**src/rtl/irapm_defines.svh**
```systemverilog
// constants for the indirect register access and power mode block
`ifndef IRAPM_DEFINES_SVH
`define IRAPM_DEFINES_SVH

// direct register addresses (6-bit spi address space)
`define IRAPM_ADDR_W      6
`define IRAPM_PTR_ADDR    6'h3e
`define IRAPM_WIN_ADDR    6'h3f
`define IRAPM_PWR_ADDR    6'h03

// power mode register fields
`define IRAPM_SEL_BIT     0
`define IRAPM_AUTO_BIT    1
`define IRAPM_XTAL_BIT    4
`define IRAPM_PWR_WMASK   8'h13
`define IRAPM_PWR_RESET   8'h10

// reset values of the pointer and the data window, and the pointer step
`define IRAPM_PTR_RESET   8'h00
`define IRAPM_WIN_RESET   8'h00
`define IRAPM_PTR_STEP    8'h01

`endif

```
**src/rtl/irapm_pkg.sv**
```systemverilog
// types shared by the indirect register access and power mode block
package irapm_pkg;

	// transfer phase of the current spi register transaction
	typedef enum logic [1:0] {
		irapm_xfer_idle,
		irapm_xfer_direct,
		irapm_xfer_ptr,
		irapm_xfer_window
	} irapm_xfer_type;

	// device power state from crystal enable and power select
	typedef enum logic [1:0] {
		irapm_pstate_hibernate,
		irapm_pstate_doze,
		irapm_pstate_idle,
		irapm_pstate_unlisted
	} irapm_pstate_type;

endpackage : irapm_pkg

```
**src/rtl/irapm_pmc_select.sv**
```systemverilog
// power management controller mode and power state selection
`timescale 1ns/1ps
`include "irapm_defines.svh"

module irapm_pmc_select (
	// clock and reset
	input  wire logic                        clk,
	input  wire logic                        reset_n,
	// control bits and sequencer state
	input  wire logic                        auto_low_power_enable,
	input  wire logic                        regulator_power_select,
	input  wire logic                        crystal_osc_enable,
	input  wire logic                        seq_active,
	// selected mode and state
	output logic                             high_power_q,
	output irapm_pkg::irapm_pstate_type      power_state_q
);

	logic                        high_power_d;   // next regulator mode
	irapm_pkg::irapm_pstate_type power_state_d;  // next power state

	// ***********************************************
	// mode and state selection
	// ***********************************************

	// next mode and state
	always_comb begin
		if (auto_low_power_enable) begin
			high_power_d = seq_active;
		end else begin
			high_power_d = regulator_power_select;
		end
		case ({crystal_osc_enable, regulator_power_select})
			2'b00:   power_state_d = irapm_pkg::irapm_pstate_hibernate;
			2'b10:   power_state_d = irapm_pkg::irapm_pstate_doze;
			2'b11:   power_state_d = irapm_pkg::irapm_pstate_idle;
			default: power_state_d = irapm_pkg::irapm_pstate_unlisted;
		endcase
	end

	// register mode and state
	always_ff @(posedge clk) begin
		if (!reset_n) begin
			high_power_q  <= 1'b0;
			power_state_q <= irapm_pkg::irapm_pstate_hibernate;
		end else begin
			high_power_q  <= high_power_d;
			power_state_q <= power_state_d;
		end
	end
endmodule : irapm_pmc_select

```
**src/rtl/irapm_top.sv**
```systemverilog
// spi register side: indirect pointer, data window and power mode register
`timescale 1ns/1ps
`include "irapm_defines.svh"

// What this block does
// auto mode: high power only during sequences
// manual mode: power select bit sets mode
// select bit zero low power, one high
// pointer address loads pointer, then indirect access
// pointer increments after each indirect burst byte, except in hibernate
// host avoids indirect bursts in hibernate
// direct bursts auto-increment in every state
// soft reset leaves the pointer untouched
// window byte goes to pointer-selected register
// window inherits target access; read-only ignores writes
// window register at 3fh, resets zero
// pointer at 3eh, window at 3fh
// crystal and select bits give power state
module irapm_top (
	// clock and reset
	input  wire logic                        clk,
	input  wire logic                        reset_n,
	// byte stream from the spi framer
	input  wire logic                        ctl_valid,
	input  wire logic [`IRAPM_ADDR_W-1:0]    ctl_addr,
	input  wire logic                        ctl_read,
	input  wire logic                        data_valid,
	input  wire logic [7:0]                  data_wr,
	input  wire logic                        xfer_end,
	// read answer to the spi framer
	output logic [7:0]                       rd_data_q,
	output logic                             rd_valid_q,
	// indirect register space
	output logic [7:0]                       ind_addr_q,
	output logic [7:0]                       ind_wr_addr_q,
	output logic [7:0]                       ind_wdata_q,
	output logic                             ind_we_q,
	output logic                             ind_re_q,
	input  wire logic [7:0]                  ind_rdata,
	input  wire logic                        ind_writable,
	// soft reset and sequence manager
	input  wire logic                        soft_reset,
	input  wire logic                        seq_active,
	// power management
	output logic                             pmc_high_power_q,
	output irapm_pkg::irapm_pstate_type      power_state_q,
	output logic                             crystal_osc_enable_q
);

	// ***********************************************
	// state
	// ***********************************************

	irapm_pkg::irapm_xfer_type   xfer_q;        // current transfer phase
	irapm_pkg::irapm_xfer_type   xfer_d;
	logic [`IRAPM_ADDR_W-1:0]    addr_q;        // direct address of current phase
	logic [`IRAPM_ADDR_W-1:0]    addr_d;
	logic                        read_q;        // transaction is a read
	logic                        read_d;
	logic [7:0]                  ptr_q;         // indirect pointer
	logic [7:0]                  ptr_d;
	logic [7:0]                  win_q;         // data window, last byte moved
	logic [7:0]                  win_d;
	logic [7:0]                  pwr_q;         // power mode register
	logic [7:0]                  pwr_d;
	logic [7:0]                  rd_data_d;
	logic                        rd_valid_d;
	logic [7:0]                  ind_wr_addr_d;
	logic [7:0]                  ind_wdata_d;
	logic                        ind_we_d;
	logic                        ind_re_d;
	logic                        hibernate;     // device in hibernate state
	logic [`IRAPM_ADDR_W-1:0]    addr_inc;      // next direct address in a burst

	// ***********************************************
	// address decode
	// ***********************************************

	// phase that a given direct address starts
	function automatic irapm_pkg::irapm_xfer_type mode_of(
		input logic [`IRAPM_ADDR_W-1:0] a
	);
		if (a == `IRAPM_PTR_ADDR) begin
			return irapm_pkg::irapm_xfer_ptr;
		end else if (a == `IRAPM_WIN_ADDR) begin
			return irapm_pkg::irapm_xfer_window;
		end else begin
			return irapm_pkg::irapm_xfer_direct;
		end
	endfunction : mode_of

	assign hibernate = (power_state_q == irapm_pkg::irapm_pstate_hibernate);
	assign addr_inc  = addr_q + `IRAPM_ADDR_W'(1);

	// ***********************************************
	// transaction and register logic
	// ***********************************************

	// next values of all transfer and register state
	always_comb begin
		xfer_d        = xfer_q;
		addr_d        = addr_q;
		read_d        = read_q;
		ptr_d         = ptr_q;
		win_d         = win_q;
		pwr_d         = pwr_q;
		rd_data_d     = rd_data_q;
		rd_valid_d    = 1'b0;
		ind_wr_addr_d = ind_wr_addr_q;
		ind_wdata_d   = ind_wdata_q;
		ind_we_d      = 1'b0;
		ind_re_d      = 1'b0;
		if (ctl_valid) begin
			// control word: latch address, direction and phase
			addr_d = ctl_addr;
			read_d = ctl_read;
			xfer_d = mode_of(ctl_addr);
		end else if (data_valid) begin
			case (xfer_q)
				irapm_pkg::irapm_xfer_ptr: begin
					// byte after the control word becomes the pointer
					ptr_d      = data_wr;
					rd_data_d  = ptr_q;
					rd_valid_d = read_q;
					xfer_d     = irapm_pkg::irapm_xfer_window;
				end
				irapm_pkg::irapm_xfer_window: begin
					// access the register the pointer selects
					if (read_q) begin
						rd_data_d  = ind_rdata;
						rd_valid_d = 1'b1;
						ind_re_d   = 1'b1;
						win_d      = ind_rdata;
					end else if (ind_writable) begin
						ind_we_d      = 1'b1;
						ind_wr_addr_d = ptr_q;
						ind_wdata_d   = data_wr;
						win_d         = data_wr;
					end
					// no increment in hibernate; bursts are not expected there
					if (!hibernate) begin
						ptr_d = ptr_q + `IRAPM_PTR_STEP;
					end
				end
				irapm_pkg::irapm_xfer_direct: begin
					// plain direct register access
					if (read_q) begin
						rd_valid_d = 1'b1;
						if (addr_q == `IRAPM_PWR_ADDR) begin
							rd_data_d = pwr_q & `IRAPM_PWR_WMASK;
						end else begin
							rd_data_d = 8'h00;
						end
					end else if (addr_q == `IRAPM_PWR_ADDR) begin
						pwr_d = data_wr & `IRAPM_PWR_WMASK;
					end
					// direct burst steps on in every power state
					addr_d = addr_inc;
					xfer_d = mode_of(addr_inc);
				end
				default: begin
					// byte outside a transaction is dropped
					xfer_d = irapm_pkg::irapm_xfer_idle;
				end
			endcase
		end
		if (xfer_end) begin
			// chip select released ends the transaction
			xfer_d = irapm_pkg::irapm_xfer_idle;
		end
		if (soft_reset) begin
			// soft reset reloads the power and window reset values but keeps the pointer
			pwr_d = `IRAPM_PWR_RESET;
			win_d = `IRAPM_WIN_RESET;
		end
	end

	// register all state
	always_ff @(posedge clk) begin
		if (!reset_n) begin
			xfer_q        <= irapm_pkg::irapm_xfer_idle;
			addr_q        <= '0;
			read_q        <= 1'b0;
			ptr_q         <= `IRAPM_PTR_RESET;
			win_q         <= `IRAPM_WIN_RESET;
			pwr_q         <= `IRAPM_PWR_RESET;
			rd_data_q     <= 8'h00;
			rd_valid_q    <= 1'b0;
			ind_wr_addr_q <= 8'h00;
			ind_wdata_q   <= 8'h00;
			ind_we_q      <= 1'b0;
			ind_re_q      <= 1'b0;
		end else begin
			xfer_q        <= xfer_d;
			addr_q        <= addr_d;
			read_q        <= read_d;
			ptr_q         <= ptr_d;
			win_q         <= win_d;
			pwr_q         <= pwr_d;
			rd_data_q     <= rd_data_d;
			rd_valid_q    <= rd_valid_d;
			ind_wr_addr_q <= ind_wr_addr_d;
			ind_wdata_q   <= ind_wdata_d;
			ind_we_q      <= ind_we_d;
			ind_re_q      <= ind_re_d;
		end
	end

	// pointer drives the indirect address; crystal bit leaves directly
	assign ind_addr_q           = ptr_q;
	assign crystal_osc_enable_q = pwr_q[`IRAPM_XTAL_BIT];

	// ***********************************************
	// power mode selection
	// ***********************************************

	// regulator mode and power state from the power mode register
	irapm_pmc_select u_pmc (
		.clk                    (clk),
		.reset_n                (reset_n),
		.auto_low_power_enable  (pwr_q[`IRAPM_AUTO_BIT]),
		.regulator_power_select (pwr_q[`IRAPM_SEL_BIT]),
		.crystal_osc_enable     (pwr_q[`IRAPM_XTAL_BIT]),
		.seq_active             (seq_active),
		.high_power_q           (pmc_high_power_q),
		.power_state_q          (power_state_q)
	);
endmodule : irapm_top

```
**config.mk**
```make
export PLATFORM = sky130hd
export DESIGN_NAME = irapm_top
export DESIGN_NICKNAME = d
export VERILOG_FILES = /design/src/rtl/irapm_pkg.sv /design/src/rtl/irapm_pmc_select.sv /design/src/rtl/irapm_top.sv
export VERILOG_INCLUDE_DIRS = /design/src /design/src/rtl
export SDC_FILE = /design/constraint.sdc
export NUM_CORES = 1
export LEC_CHECK = 0
export ABC_AREA = 1
export BUFFER_PORTS_ARGS = -buffer_cell sky130_fd_sc_hd__buf_2
export CORE_MARGIN = 2
export CORE_UTILIZATION = 45
export DETAILED_ROUTE_END_ITERATION = 8
export GPL_TIMING_DRIVEN = 0
export PLACE_DENSITY = 0.71
export SLEW_MARGIN = 25
export SYNTH_ARGS = -nofsm -noshare
export SYNTH_HDL_FRONTEND = slang
export SYNTH_SLANG_ARGS = --single-unit
```
**constraint.sdc**
```tcl
create_clock -name clk -period 2.75 [get_ports clk]
set_clock_uncertainty 0.2 [all_clocks]
set_input_delay 0.4125 -clock clk [delete_from_list [all_inputs] [get_ports clk]]
set_output_delay 0.4125 -clock clk [all_outputs]
set_load 0.1 [all_outputs]
```
==> run_results.csv <==
group,metric,value,unit
cts,clock_sinks,50,
die,die-area,0.00605,mm²
flow_run,cap_violations,0,
cts,clk_pin_slew,0.09,ns
cts,clk_path_buf_depth,2,
placement,dpl.hpwl,4840,µm
synthesis,synth_cell_types,37,
die,num_io_pins,70,
outcome,status,"completed",
grt,grt_max_degree,15,
synthesis,syn_avg_cell_area,7.49,µm²
die,start_util,0.474,
sta,rsz0062_at_grt,"false",
finish,fillCellCount,501,
cts,post_cts_buffers,0,
grt,grt-ovfl-total,0,
die,core_area,0.00517,mm²
sta,worstMarginPinSlew,0.489,ns
finish,nNetsFinal,444,
critical_path,startpoint_type,"flip-flop",
sta,finalHoldViolCount,0,
detailed_routing,num_vias,2442,
grt,grt_antenna_before_repair,0,
cts,cts_made_buffers,5,
cts,cts-htree-levels,2,
placement,gp_congestion,0.835,
detailed_routing,wl_per_cell,13.4,µm
pwr,p_per_area,486,mW/mm²
synthesis,ys_ff_latch,50,
sta,timing.hold.ws,0.140,ns
die,die-height,77.8,µm
pwr,p_leak,1.40,nW
sta,period_minus_slack,2.03,ns
cts,ctsHoldBuffers,0,
sta,slew_viol_final,0,
pwr,finalPower,0.00146,W
detailed_routing,routed_wirelength,6350,µm
detailed_routing,ant_nets,0,
synthesis,synthesis.area,0.00245,mm²
critical_path,arrival,2.06,ns
cts,cts_resized,0,
grt,grt_pass1_wl,11000,µm
pwr,ir_drop,0.000263,V
placement,port_buffers,69,
synthesis,syn-num-nets,368,
finish,drive_gt1_frac,0.253,
sta,slew_headroom,0.674,
grt,grt_pass1_vias,2358,
synthesis,syn_inst,327,
cts,cts-root-buf,"clkbuf_8",
finish,stdcell_area,0.00300,mm²
finish,num_antenna_cells,0,
sta,fin_crit_sh,0.737,
detailed_routing,dr.pass1.iters,4,
die,row_count,26,
critical_path,endpoint_kind,"flip-flop",
die,die_width,77.8,µm
sta,timing.fmax,493,MHz
critical_path,worstPathRequired,2.78,ns
synthesis,seq_area_frac_synth,0.409,
cts,tritoncts,"yes",
grt,grt_use_total,0.227,
critical_path,setup.worst_path.class,"flip-flop to flip-flop",
finish,area_delta_synth_final,22.3,%
cts,worstSkewPairLatency,0.31,ns
detailed_routing,drcViolationCount,0,
sta,finalSetupViolations,0,
hold_path,hold_class,"input port to flip-flop",
detailed_routing,viasPerCell,5.16,
finish,final_util,0.579,
synthesis,ys_warn_count,0,
critical_path,crit_fanout,10,
placement,place_area,0.00288,mm²
detailed_routing,drtIter0Drc,134,
sta,setup_tns,0,ns
[registers in the layout (all words and copies together) (netlist names)]
signal	count
ind_addr_q	8
rd_valid_q	1
ind_we_q	1
xfer_q	2
ind_wr_addr_q	8
ind_re_q	1
addr_q	6
pwr_q	3
rd_data_q	8
u_pmc.high_power_q	1
ind_wdata_q	8
u_pmc.power_state_q	2
read_q	1
[synthesized netlist by cell type]
cell type	instances	area, µm²
nand3b_1	1	7.51
nor3_1	1	5.00
ha_1	10	125
a21oi_1	23	115
o21ai_1	13	65.1
nor3_2	1	10.0
nor4_1	1	6.26
nor2_1	41	154
o21ai_2	1	8.76
nand3_1	13	65.1
nand2_4	1	11.3
inv_2	3	11.3
nand4_1	2	12.5
a211oi_1	1	7.51
o21a_1	1	7.51
a221oi_2	2	30.0
and3_1	2	12.5
nand2_2	2	12.5
dfxtp_1	50	1000
a21oi_2	5	43.8
a211oi_2	1	12.5
buf_4	2	15.0
nor2_4	1	11.3
nor3_4	2	32.5
buf_1	2	7.51
buf_2	2	10.0
nand2_1	58	218
clkinv_4	1	8.76
xor2_1	2	17.5
o211ai_1	1	7.51
o21bai_1	1	7.51
clkbuf_1	3	11.3
o21ai_0	25	125
inv_1	33	124
a31oi_1	16	100
buf_6	2	22.5
a22oi_1	1	7.51
[per-stage QoR]
step                setup slack, ns  instances
floorplan                     0.476        327
global placement              0.822        466
detailed placement            0.754        466
CTS                           0.723        473
global route                  0.511        473
finish                        0.722        473
[area by class of cell]
| class | count | area (µm²) | area share |
|---|---|---|---|
| well taps | 70 | 87.6 | 0.0292 |
| clock buffers | 6 | 82.6 | 0.0276 |
| multi-input cells | 229 | 1240 | 0.414 |
| inverters | 37 | 144 | 0.0480 |
| repair buffers | 69 | 345 | 0.115 |
| flip-flops and latches | 50 | 1000 | 0.334 |
| clock inverters | 1 | 30.0 | 0.0100 |
| plain buffers | 11 | 66.3 | 0.0221 |
[final timing paths]
| check | from | to | slack (ns) | cells after the start |
|---|---|---|---|---|
| max | xfer_q[1] | rd_data_q[1] | 0.72 | 8 |
| min | xfer_end | xfer_q[0] | 0.14 | 4 |
| max reg2reg | xfer_q[1] | rd_data_q[1] | 0.72 | 8 |
| min reg2reg | ind_wdata_q[3] | ind_wdata_q[3] | 0.30 | 2 |
[cells by family after synthesis]
logic type	share of synthesized area
buffers and inverters	0.0858
adder cells (fa/ha/maj)	0.0511
AO/OA/AOI/OAI	0.220
XOR/XNOR	0.00715
flip-flops	0.409
AND/OR/NAND/NOR	0.228
[report_power, final]
part	leakage, nW	switching [W]	internal (W)
clock	0.0573	0.000242	0.000291
combinational	0.937	0.000122	0.0000479
sequential	0.405	0.0000146	0.000737
[layout by cell type, fill, tap and decap left out, types with 2 or more instances in the layout]
cell	count
buf_2	71
nand2_1	58
dfxtp_1	50
nor2_1	41
inv_1	33
o21ai_0	25
a21oi_1	23
a31oi_1	16
nand3_1	13
o21ai_1	13
ha_1	10
clkbuf_8	6
a21oi_2	5
clkbuf_1	3
inv_2	3
buf_1	2
nand4_1	2
xor2_1	2
buf_4	2
and3_1	2
nand2_2	2
a221oi_2	2
nor3_4	2
buf_6	2
[layer usage]
layer  GRT usage  routed length [µm]  vias up
met5           0                   0        -
met4      0.0804                 136        0
met3      0.0500                 483       12
met2       0.348                2730       84
met1       0.313                3000     1101
li1            -                   -     1245
[worst max-delay path, cell delays in order, from the launching register on]
cell and delay, ns:
dfxtp_1 0.37, inv_1 0.09, ha_1 0.30, nor2_4 0.23
nor2_1 0.10, nor3_4 0.27, buf_6 0.19, o21ai_1 0.06
a21oi_1 0.14
No activity file was read; power rests on OpenSTA's default activity.
